**src/gcm_pkg.sv**
```systemverilog
package gcm_pkg;
  // ==========================================
  // timing
  localparam int CLK_HZ = 125_000_000;
  localparam int TICK_US = 1000;
  localparam int TICK_CYC = CLK_HZ / 1_000_000 * TICK_US;
  localparam int ENTRY_HOLD_MS = 1000;
  localparam int EDIT_HOLD_MS = 1000;
  localparam int IDLE_MIN = 3;
  localparam int IDLE_MS = IDLE_MIN * 60 * 1000;
  localparam int SEC_MS = 1000;
  localparam int ENTRY_TICKS = ENTRY_HOLD_MS * 1000 / TICK_US;
  localparam int EDIT_TICKS = EDIT_HOLD_MS * 1000 / TICK_US;
  localparam int IDLE_TICKS = IDLE_MS * 1000 / TICK_US;
  localparam int SEC_TICKS = SEC_MS * 1000 / TICK_US;
  localparam int TICK_W = 17;
  localparam int MS_W = 18;
  localparam int SEC_W = 10;
  localparam int OPT_W = 7;
  localparam int FN_W = 2;
  localparam int NUM_FUNC = 4;
  localparam int NUM_PINS = 6;
  // ==========================================
  // pin positions in the synchronised vector
  localparam int PIN_UP = 0;
  localparam int PIN_DOWN = 1;
  localparam int PIN_ENTER = 2;
  localparam int PIN_LIM_MOTOR = 3;
  localparam int PIN_LIM_FAR = 4;
  localparam int PIN_SHADOW = 5;
  // ==========================================
  // functions and options
  localparam logic [FN_W-1:0] FN_HAND = 2'h0;
  localparam logic [FN_W-1:0] FN_DUAL = 2'h1;
  localparam logic [FN_W-1:0] FN_ACT = 2'h2;
  localparam logic [FN_W-1:0] FN_AUX = 2'h3;
  localparam logic [FN_W-1:0] FN_LAST = 2'h3;
  localparam logic [OPT_W-1:0] OPT_RESET = 7'h00;
  localparam logic [OPT_W-1:0] HAND_LEFT = 7'h01;
  localparam logic [OPT_W-1:0] DUAL_MAX = 7'h01;
  localparam logic [OPT_W-1:0] HAND_MAX = 7'h01;
  localparam logic [OPT_W-1:0] ACT_SEC_MAX = 7'h3b;
  localparam logic [OPT_W-1:0] ACT_MIN_MAX = 7'h44;
  localparam logic [OPT_W-1:0] AUX_OFF = 7'h00;
  localparam logic [OPT_W-1:0] AUX_MAGLOCK = 7'h01;
  localparam logic [OPT_W-1:0] AUX_TICKET = 7'h02;
  localparam logic [OPT_W-1:0] AUX_STROBE = 7'h03;
  localparam logic [SEC_W-1:0] SECS_PER_MIN = 10'h03c;

  typedef enum logic [2:0] {MS_OFF, MS_FUNC, MS_OPT, MS_EDIT, MS_STORED} gcm_menu_t;

  function automatic logic [OPT_W-1:0] gcm_opt_max(input logic [FN_W-1:0] f);
    case (f)
      FN_HAND: gcm_opt_max = HAND_MAX;
      FN_DUAL: gcm_opt_max = DUAL_MAX;
      FN_ACT: gcm_opt_max = ACT_MIN_MAX;
      default: gcm_opt_max = AUX_STROBE;
    endcase
  endfunction

  // option 1..59 are seconds, 60..68 are 1..9 minutes
  function automatic logic [SEC_W-1:0] gcm_act_secs(input logic [OPT_W-1:0] o);
    logic [SEC_W-1:0] m;
    m = SEC_W'(o) - SEC_W'(ACT_SEC_MAX);
    if (o <= ACT_SEC_MAX) begin
      gcm_act_secs = SEC_W'(o);
    end else begin
      gcm_act_secs = SEC_W'(m * SECS_PER_MIN);
    end
  endfunction
endpackage

```
**src/gcm_menu_fsm.sv**
```systemverilog
// The strobed register port and the register addresses were chosen for this implementation.
`timescale 1ns/1ns
module gcm_menu_fsm import gcm_pkg::*; #(
  parameter int TICK_CYCLES = TICK_CYC,
  parameter int IDLE_LIMIT = IDLE_TICKS
) (
  input wire logic clk_in,
  input wire logic rst_n_in,
  input wire logic btn_up_in,
  input wire logic btn_down_in,
  input wire logic btn_enter_in,
  input wire logic limit_motor_in,
  input wire logic limit_far_in,
  input wire logic shadow_loop_in,
  input wire logic motion_pending_in,
  input wire logic gate_moving_in,
  input wire logic gate_opening_in,
  output logic prog_led_out,
  output logic [OPT_W-1:0] disp_value_out,
  output logic disp_dp_out,
  output logic disp_flash_out,
  output logic nv_write_out,
  output logic [FN_W-1:0] nv_addr_out,
  output logic [OPT_W-1:0] nv_data_out,
  output logic open_limit_out,
  output logic close_limit_out,
  output logic dual_link_en_out,
  output logic mid_stop_en_out,
  output logic hold_open_out,
  output logic auto_close_out,
  output logic aux_relay_out
);
  // ==========================================
  // pin synchronisers
  logic [NUM_PINS-1:0] pin_raw, pin_s1_reg, pin_reg, pin_prev_reg;
  assign pin_raw = {shadow_loop_in, limit_far_in, limit_motor_in, btn_enter_in, btn_down_in, btn_up_in};
  genvar gi;
  generate
    for (gi = 0; gi < NUM_PINS; gi++) begin : g_sync
      always_ff @(posedge clk_in or negedge rst_n_in) begin
        if (!rst_n_in) begin
          pin_s1_reg[gi] <= 1'b0;
          pin_reg[gi] <= 1'b0;
          pin_prev_reg[gi] <= 1'b0;
        end else begin
          pin_s1_reg[gi] <= pin_raw[gi];
          pin_reg[gi] <= pin_s1_reg[gi];
          pin_prev_reg[gi] <= pin_reg[gi];
        end
      end
    end
  endgenerate
  logic both, both_prev, both_rise, up_rise, down_rise, ent_rise, any_press;
  assign both = pin_reg[PIN_UP] & pin_reg[PIN_DOWN];
  assign both_prev = pin_prev_reg[PIN_UP] & pin_prev_reg[PIN_DOWN];
  assign both_rise = both & ~both_prev;
  // single steps only when the other arrow is released
  assign up_rise = pin_reg[PIN_UP] & ~pin_prev_reg[PIN_UP] & ~pin_reg[PIN_DOWN];
  assign down_rise = pin_reg[PIN_DOWN] & ~pin_prev_reg[PIN_DOWN] & ~pin_reg[PIN_UP];
  assign ent_rise = pin_reg[PIN_ENTER] & ~pin_prev_reg[PIN_ENTER];
  assign any_press = (pin_reg[PIN_UP] & ~pin_prev_reg[PIN_UP]) | (pin_reg[PIN_DOWN] & ~pin_prev_reg[PIN_DOWN]) | ent_rise;
  // ==========================================
  // millisecond and second enables
  logic [TICK_W-1:0] div_reg;
  logic [SEC_W-1:0] ms_reg;
  logic tick, sec_tick;
  assign tick = (div_reg == TICK_W'(TICK_CYCLES - 1));
  assign sec_tick = tick & (ms_reg == SEC_W'(SEC_TICKS - 1));
  always_ff @(posedge clk_in or negedge rst_n_in) begin
    if (!rst_n_in) begin
      div_reg <= '0;
    end else begin
      div_reg <= tick ? '0 : div_reg + 1'b1;
    end
  end
  always_ff @(posedge clk_in or negedge rst_n_in) begin
    if (!rst_n_in) begin
      ms_reg <= '0;
    end else if (sec_tick) begin
      ms_reg <= '0;
    end else if (tick) begin
      ms_reg <= ms_reg + 1'b1;
    end
  end
  // ==========================================
  // menu state
  gcm_menu_t state_reg, state_next;
  logic [FN_W-1:0] func_reg;
  logic [OPT_W-1:0] edit_reg;
  logic [OPT_W-1:0] setting_reg [NUM_FUNC];
  logic [SEC_W-1:0] entry_reg;
  logic [SEC_W-1:0] ehold_reg;
  logic [MS_W-1:0] idle_reg;
  logic entry_block_reg, ehold_arm_reg, in_prog, entry_done, edit_done, idle_done, store;
  logic [OPT_W-1:0] opt_max;
  assign in_prog = (state_reg != MS_OFF);
  assign entry_done = tick & (entry_reg == SEC_W'(ENTRY_TICKS - 1));
  assign edit_done = tick & ehold_arm_reg & (ehold_reg == SEC_W'(EDIT_TICKS - 1));
  assign idle_done = tick & (idle_reg == MS_W'(IDLE_LIMIT - 1)) & ~any_press;
  assign store = (state_reg == MS_EDIT) & ent_rise & ~both;
  assign opt_max = gcm_opt_max(func_reg);

  always_comb begin
    state_next = state_reg;
    case (state_reg)
      MS_OFF: begin
        if (entry_done) begin
          state_next = MS_FUNC;
        end
      end
      MS_FUNC: begin
        if (ent_rise) begin
          state_next = MS_OPT;
        end
      end
      MS_OPT: begin
        if (edit_done) begin
          state_next = MS_EDIT;
        end else if (up_rise | down_rise) begin
          state_next = MS_FUNC;
        end
      end
      MS_EDIT: begin
        if (ent_rise) begin
          state_next = MS_STORED;
        end
      end
      MS_STORED: begin
        if (ent_rise | up_rise | down_rise) begin
          state_next = MS_FUNC;
        end
      end
      default: state_next = MS_OFF;
    endcase
    if (in_prog & (both_rise | idle_done)) begin
      state_next = MS_OFF;
    end
  end

  always_ff @(posedge clk_in or negedge rst_n_in) begin
    if (!rst_n_in) begin
      state_reg <= MS_OFF;
    end else begin
      state_reg <= state_next;
    end
  end

  // entry hold; after an exit the buttons must be released first
  always_ff @(posedge clk_in or negedge rst_n_in) begin
    if (!rst_n_in) begin
      entry_reg <= '0;
      entry_block_reg <= 1'b0;
    end else begin
      if (!both) begin
        entry_block_reg <= 1'b0;
      end else if (in_prog) begin
        entry_block_reg <= 1'b1;
      end
      if (!both || in_prog || entry_block_reg) begin
        entry_reg <= '0;
      end else if (tick) begin
        entry_reg <= entry_reg + 1'b1;
      end
    end
  end

  // enter hold only counts from a fresh press made while an option shows
  always_ff @(posedge clk_in or negedge rst_n_in) begin
    if (!rst_n_in) begin
      ehold_reg <= '0;
      ehold_arm_reg <= 1'b0;
    end else if (state_reg != MS_OPT || !pin_reg[PIN_ENTER]) begin
      ehold_reg <= '0;
      ehold_arm_reg <= 1'b0;
    end else begin
      if (ent_rise) begin
        ehold_arm_reg <= 1'b1;
      end
      if (ehold_arm_reg && tick) begin
        ehold_reg <= ehold_reg + 1'b1;
      end
    end
  end
  always_ff @(posedge clk_in or negedge rst_n_in) begin
    if (!rst_n_in) begin
      idle_reg <= '0;
    end else if (!in_prog || any_press || idle_done) begin
      idle_reg <= '0;
    end else if (tick) begin
      idle_reg <= idle_reg + 1'b1;
    end
  end

  always_ff @(posedge clk_in or negedge rst_n_in) begin
    if (!rst_n_in) begin
      func_reg <= FN_HAND;
    end else if (state_reg == MS_FUNC && up_rise) begin
      func_reg <= (func_reg == FN_LAST) ? FN_HAND : func_reg + 1'b1;
    end else if (state_reg == MS_FUNC && down_rise) begin
      func_reg <= (func_reg == FN_HAND) ? FN_LAST : func_reg - 1'b1;
    end
  end

  always_ff @(posedge clk_in or negedge rst_n_in) begin
    if (!rst_n_in) begin
      edit_reg <= OPT_RESET;
    end else if (state_reg == MS_FUNC && ent_rise) begin
      edit_reg <= setting_reg[func_reg];
    end else if (state_reg == MS_EDIT && up_rise) begin
      edit_reg <= (edit_reg >= opt_max) ? OPT_RESET : edit_reg + 1'b1;
    end else if (state_reg == MS_EDIT && down_rise) begin
      edit_reg <= (edit_reg == OPT_RESET) ? opt_max : edit_reg - 1'b1;
    end
  end

  // settings held here; the write port mirrors each store out
  generate
    for (gi = 0; gi < NUM_FUNC; gi++) begin : g_set
      always_ff @(posedge clk_in or negedge rst_n_in) begin
        if (!rst_n_in) begin
          setting_reg[gi] <= OPT_RESET;
        end else if (store && func_reg == FN_W'(gi)) begin
          setting_reg[gi] <= edit_reg;
        end
      end
    end
  endgenerate
  always_ff @(posedge clk_in or negedge rst_n_in) begin
    if (!rst_n_in) begin
      nv_write_out <= 1'b0;
      nv_addr_out <= FN_HAND;
      nv_data_out <= OPT_RESET;
    end else begin
      nv_write_out <= store;
      if (store) begin
        nv_addr_out <= func_reg;
        nv_data_out <= edit_reg;
      end
    end
  end
  // ==========================================
  // display and lamp
  always_ff @(posedge clk_in or negedge rst_n_in) begin
    if (!rst_n_in) begin
      prog_led_out <= 1'b0;
      disp_value_out <= OPT_RESET;
      disp_dp_out <= 1'b0;
      disp_flash_out <= 1'b0;
    end else begin
      prog_led_out <= in_prog;
      disp_value_out <= (state_reg == MS_FUNC) ? OPT_W'(func_reg) : edit_reg;
      disp_dp_out <= in_prog & (state_reg != MS_FUNC);
      disp_flash_out <= (state_reg == MS_EDIT);
    end
  end
  // ==========================================
  // gate settings
  logic left_hand, dual_on, open_lim;
  assign left_hand = (setting_reg[FN_HAND] == HAND_LEFT);
  assign dual_on = (setting_reg[FN_DUAL] != OPT_RESET);
  assign open_lim = left_hand ? pin_reg[PIN_LIM_FAR] : pin_reg[PIN_LIM_MOTOR];

  always_ff @(posedge clk_in or negedge rst_n_in) begin
    if (!rst_n_in) begin
      open_limit_out <= 1'b0;
      close_limit_out <= 1'b0;
      dual_link_en_out <= 1'b0;
      mid_stop_en_out <= 1'b1;
      hold_open_out <= 1'b0;
    end else begin
      open_limit_out <= open_lim;
      close_limit_out <= left_hand ? pin_reg[PIN_LIM_MOTOR] : pin_reg[PIN_LIM_FAR];
      dual_link_en_out <= dual_on;
      mid_stop_en_out <= ~dual_on;
      hold_open_out <= pin_reg[PIN_SHADOW];
    end
  end
  // auto-close countdown; the shadow loop restarts it so the gate stays open
  logic [SEC_W-1:0] act_reg;
  logic open_prev_reg, act_fire;
  assign act_fire = sec_tick & (act_reg == SEC_W'(1)) & ~pin_reg[PIN_SHADOW] & open_lim;
  always_ff @(posedge clk_in or negedge rst_n_in) begin
    if (!rst_n_in) begin
      act_reg <= '0;
      open_prev_reg <= 1'b0;
      auto_close_out <= 1'b0;
    end else begin
      open_prev_reg <= open_lim;
      auto_close_out <= act_fire;
      if (!open_lim) begin
        act_reg <= '0;
      end else if ((open_lim && !open_prev_reg) || pin_reg[PIN_SHADOW]) begin
        act_reg <= gcm_act_secs(setting_reg[FN_ACT]);
      end else if (sec_tick && act_reg != '0) begin
        act_reg <= act_reg - 1'b1;
      end
    end
  end
  always_ff @(posedge clk_in or negedge rst_n_in) begin
    if (!rst_n_in) begin
      aux_relay_out <= 1'b0;
    end else begin
      case (setting_reg[FN_AUX])
        AUX_MAGLOCK: aux_relay_out <= motion_pending_in | (gate_moving_in & gate_opening_in);
        AUX_TICKET: aux_relay_out <= (gate_moving_in & gate_opening_in) | open_lim;
        AUX_STROBE: aux_relay_out <= motion_pending_in | gate_moving_in;
        default: aux_relay_out <= 1'b0;
      endcase
    end
  end
endmodule // gcm_menu_fsm

```
**config.mk**
```make
export PLATFORM = sky130hd
export DESIGN_NAME = gcm_menu_fsm
export DESIGN_NICKNAME = d
export VERILOG_FILES = /design/src/gcm_pkg.sv /design/src/gcm_menu_fsm.sv
export SDC_FILE = /design/constraint.sdc
export NUM_CORES = 1
export LEC_CHECK = 0
export ABC_AREA = 1
export BUFFER_PORTS_ARGS = -buffer_cell sky130_fd_sc_hd__buf_2
export CAP_MARGIN = 0
export CORE_ASPECT_RATIO = 0.7
export CORE_MARGIN = 2
export CORE_UTILIZATION = 50
export CTS_BUF_LIST = sky130_fd_sc_hd__clkbuf_4 sky130_fd_sc_hd__clkbuf_8
export DETAILED_ROUTE_END_ITERATION = 10
export PLACE_DENSITY = 0.75
export SLEW_MARGIN = 5
export SYNTH_ARGS = -nofsm -noshare
export SYNTH_HDL_FRONTEND = slang
export SYNTH_SLANG_ARGS = --single-unit
```
**constraint.sdc**
```tcl
create_clock -name clk_in -period 10.35 [get_ports clk_in]
set_clock_uncertainty 0.15 [all_clocks]
set_input_delay 1.5525 -clock clk_in [delete_from_list [all_inputs] [get_ports clk_in]]
set_output_delay 1.5525 -clock clk_in [all_outputs]
set_load 0.05 [all_outputs]
```
* After elaboration in Yosys (flattened, before gate mapping)
Index checks and enable logic that the tools add are counted.
** Storage, ports and cells
- Register bits after elaboration :: 159
- Bits of input ports :: 11
- Output and inout bits :: 27
- Logic and storage cells :: 206
** Cells by class
- $add $sub $neg :: 11
- $mul :: 1
- Order comparisons :: 3
- Equality and inequality tests :: 26
- Mux-type cells :: 42
- Bitwise gates (word level) :: 42
- Reduce and logical (&&, ||, !) cells :: 37
** Operator list (count)
- 10-bit two-way mux :: 10
- 7-bit two-way mux :: 8
- 18-bit two-way mux :: 2
- 10-bit by 1-bit adder with 10-bit output, second input constant :: 3
- 10-bit == test, second input constant :: 3
- 1-bit bitwise AND :: 22
- 3-bit two-way mux :: 7
- 18-bit by 1-bit adder with 18-bit output, second input constant :: 1
- 18-bit == test, second input constant :: 1
- 17-bit by 1-bit adder with 17-bit output, second input constant :: 1
- 17-bit == test, second input constant :: 1
- 17-bit two-way mux :: 1
- 3-bit case mux with 5 select lines :: 1
- 7-bit binary-select mux with 2-bit select :: 1
- 7-bit by 1-bit == test with 1-bit output, second input constant :: 2
- 7-bit by 2-bit == test with 1-bit output, second input constant :: 2
- 7-bit case mux with 2 select lines :: 1
- 1-bit logical AND :: 12
- 3-bit inequality test, second input constant :: 4
- 2-bit nonzero test :: 6
- 10-bit by 1-bit == test with 1-bit output, second input constant :: 1
- 10-bit by 4-bit multiplier with 8-bit output, second input constant :: 1
- 1-bit NOT :: 10
- 10-bit nonzero test :: 1
- other kinds (32) :: 60

* Longest topological paths before layout
- Depth after elaboration :: 10
- Depth in mapped cells :: 21

* Worst setup path after synthesis
No wires, ideal clock.
- Path type :: register -> register
- From :: reg setting_reg[9] in the netlist's numbering
- To :: reg act_reg[9]
- Library setup time :: 116 ps
- Data arrival time :: 3174 ps
- Path slack :: 6909 ps
- Cell stages (with the launch flop) :: 22
- Clock period less this slack :: 3441 ps
- Cells stage by stage :: dfrtp_1 -> inv_1 -> ha_1 -> nand2_1 -> nand2_1 -> nand2_1 -> nand2_1 -> fa_1 -> fa_1 -> inv_1 -> ha_1 -> nand2_1 -> inv_1 -> nand4_1 -> o211ai_1 -> nand3b_1 -> nand2_1 -> nand2_1 -> nand3_1 -> nand2_1 -> nand2_1 -> nand2_1
** On the way
- Word-level cells in the longest chain between the ends :: 5
- Elaborated cells on any way between the ends :: 6
** Ends and longest elaborated chain
- from (decl) :: line gcm_menu_fsm.sv:90 : logic [OPT_W-1:0] setting_reg [NUM_FUNC];
- from (signal, indexed assignment) :: line gcm_menu_fsm.sv:223 : setting_reg[gi] <= edit_reg;
- 7-bit by 6-bit subtractor with 8-bit output :: line gcm_pkg.sv:64 : m = SEC_W'(o) - SEC_W'(ACT_SEC_MAX);
- 10-bit by 4-bit multiplier with 8-bit output :: line gcm_pkg.sv:68 : gcm_act_secs = SEC_W'(m * SECS_PER_MIN);
- 10-bit two-way mux * :: line gcm_pkg.sv:65 : if (o <= ACT_SEC_MAX) begin
- 10-bit two-way mux * :: line gcm_menu_fsm.sv:292 : end else if ((open_lim && !open_prev_reg) || pin_reg[PIN_SHADOW]) begin
- 10-bit two-way mux * :: line gcm_menu_fsm.sv:290 : if (!open_lim) begin
- to (signal assigned) :: line gcm_menu_fsm.sv:293 : act_reg <= gcm_act_secs(setting_reg[FN_ACT]);
- to (signal assigned) :: line gcm_menu_fsm.sv:295 : act_reg <= act_reg - 1'b1;
- to (decl) :: line gcm_menu_fsm.sv:279 : logic [SEC_W-1:0] act_reg;
Mark *: on every way between the ends. The rest lies on a longest branch, timed or not.
A chain may end at the register's enable or synchronous reset.

* Worst setup path in the final report
Ends and elaborated chain as after synthesis.

==> out/results.ini <==
[floorplan]
ioPinCount = 38
die_h_microns = 116.1
die_x_microns = 164.2
start_util = 0.5173
die_area_sq_um = 19070
core_area_sq_um = 17370
placementRows = 40

[clock_network]
clkSinkCount = 159
clk_pin_slew_worst_paths_ns = 0.09
cts-htree-levels = 4
cts_tree = built
cts_setup_buffers = 0
clock_path_buffers = 2
insertion_delay_ns = 0.46
cts_resized = 0
cts_buffers = 17
ctsHoldBuffers = 0
cts_root_buf = clkbuf_8

[power_and_ir_drop]
pwr-share-seq = 0.555
power.total_mw = 1.136
switching_share = 0.2510
p_switching_mw = 0.2851
ir_worst_vdd_mv = 0.08072
clkPwrFrac = 0.402
p_per_area_nw_per_um2 = 116.2
combPwrFrac = 0.044
p_leak_nw = 4.622
internal-power_mw = 0.8509

[timing]
setup_tns_ns = 0
final_hold_viol_count = 0
timing.fmax_mhz = 264.0
relSlewSlack = 0.3407
rsz0062_at_grt = false
fin_crit_sh = 0.3659
setup_viol = 0
worst_pin_slew_ns = 0.9890
finalMaxSlewViolations = 0
period_needed_ns = 3.787

[grt]
grt_max_degree = 82
track_usage = 0.2246
antenna_found_initial = 0
gr-total-overflow = 0
grt_pass1_vias = 6802
grt_pass1_wl_mm = 33.84

[synthesis]
syn_nets = 1162
synth_top_family_by_area = simple AND/OR/NAND/NOR gates
netlist_instances = 1118
synth_edf_count = 0
synth_flop_cell = dfrtp_1
ys_seq_elements = 159
synth_compound_area_frac = 0.1127
async_reset_ff_frac = 1.000
synthesis.area_sq_um = 8984
synthMuxAreaShare = 0
synth_fa_ha_area_frac = 0.05042
ys_seq_area_frac = 0.4430
postSynthAreaPerCell_sq_um = 8.035
synthXorXnorAreaFrac = 0.04178
synth_cell_types = 51
yosys.area_share.simple = 0.2684
yosys_warnings = 0

[finish]
layoutNonFillerInstCount = 1402
largest_reg_flops = 28
regArea_sq_um = 3980
multiInputGateArea_sq_um = 4252
fillCellCount = 1568
syn2layout_area_growth_pct = 8.816
diodes = 0
final_common_cell = nand2_1
layout-drive-gt1-share = 0.1153
nets = 1202
final_cell_mix = nand2_1 (243), dfrtp_1 (158), inv_1 (150)
final_util = 0.5629

[setup_path]
worstSetupPathType = reg -> reg
worst-endpoint-required_ns = 10.55
cp.arrival_ns = 3.99
crit_path_end_kind = register
cp_max_fo = 7
cp-start-kind = register

[route]
wl_per_cell_microns = 14.11
viasPerCell = 5.296
drt_iter0_markers = 638
routed_wl_mm = 19.79
routed-via-count = 7425
ant_nets = 0
firstDrtPassIters = 8
drc_errors = 0

[place]
gp_congestion = 0.9251
hpwl_mm = 14.53
dpl.cell_count = 1370
port-buffer-count = 37

[min_path]
hp-class = reg -> reg

[job]
maxCapViolCount = 0

[run_status]
status = completed

cell families (layout without fill, tap and decap cells):
family,Yosys count,count (layout)
AOI/OAI and AO/OA,182,182
xor gates and xnor gates,42,42
adders and majority gates,34,34
buffers and inverters,190,243
DFF,159,159
and+or+nand+nor,511,511
power groups by stage:
stage / combinational (mW) / clock (mW) / sequential [mW]
after floorplan: 0.0259 / 0 / 0.644
final: 0.0495 / 0.456 / 0.630
after CTS: 0.0502 / 0.469 / 0.630
after detailed placement: 0.0498 / 0 / 0.643
after global routing: 0.0576 / 0.496 / 0.631
after global placement: 0.0494 / 0 / 0.642
worst max-delay path: stages, from the launching register on:
cell and delay [ns]:
dfrtp_1 0.50, inv_1 0.14, ha_1 0.21, nand2_1 0.10, nand2_1 0.09, nand2_1 0.09, nand2_1 0.12, fa_1 0.51
fa_1 0.55, inv_1 0.04, ha_1 0.33, nand2_1 0.10, inv_1 0.04, nand4_1 0.06, o211ai_1 0.11, nand3b_1 0.20
nand2_1 0.07, nand2_1 0.05, nand3_1 0.06, nand2_1 0.05, nand2_1 0.06, nand2_1 0.04
cells in the mapped netlist, drive strengths merged (10+ instances only):
cell type	n	area, sq um
xnor2	10	87.58
o21ai	106	538.0
nor2	96	427.9
nand3	71	387.9
a21oi	33	165.2
nand4	34	227.7
nand2	254	1001
xor2	32	287.8
ha	29	362.9
dfrtp	158	3954
o31ai	10	75.07
nor4	11	75.07
inv	168	635.6
nor3	33	206.5
metrics by stage:
step / worst slack (ns) / hold WS, ns / instance area (sq um)
after global placement: 6.717 / 0.1836 / 9384
final: 6.563 / 0.2058 / 9776
after floorplan: 6.909 / 0.1812 / 8984
after CTS: 6.572 / 0.2073 / 9776
after detailed placement: 6.616 / 0.1863 / 9384
after global routing: 6.295 / 0.2154 / 9776
layout make-up:
cell class,instances,share of cell area
Multi-Input combinational cell,769,0.4349
Timing Repair Buffer,38,0.02035
Inverter,173,0.06796
Tap cell,231,0.02957
Clock inverter,12,0.01254
Sequential cell,159,0.4071
Clock buffer,20,0.02752
layer usage:
| metal | track usage | vias up | share of wire |
|---|---|---|---|
| met5 | 0 | - | 0 |
| met4 | 0.06784 | 0 | 0.011 |
| met3 | 0.04155 | 22 | 0.059 |
| met2 | 0.3066 | 207 | 0.40 |
| met1 | 0.3583 | 3460 | 0.53 |
| li1 | - | 3736 | - |
final timing paths:
path,cells after the start,start,end,slack (ns)
setup / recovery,21,setting_reg[9],act_reg[9],6.56
hold / removal,0,pin_s1_reg[1],pin_reg[1],0.21
setup reg to reg,21,setting_reg[9],act_reg[9],6.56
hold reg to reg,0,pin_s1_reg[1],pin_reg[1],0.21
max in group asynchronous,2,rst_n_in,open_prev_reg,7.59
min in group asynchronous,1,rst_n_in,nv_data_out[4],0.96
No activity file was read; power rests on OpenSTA's default activity.
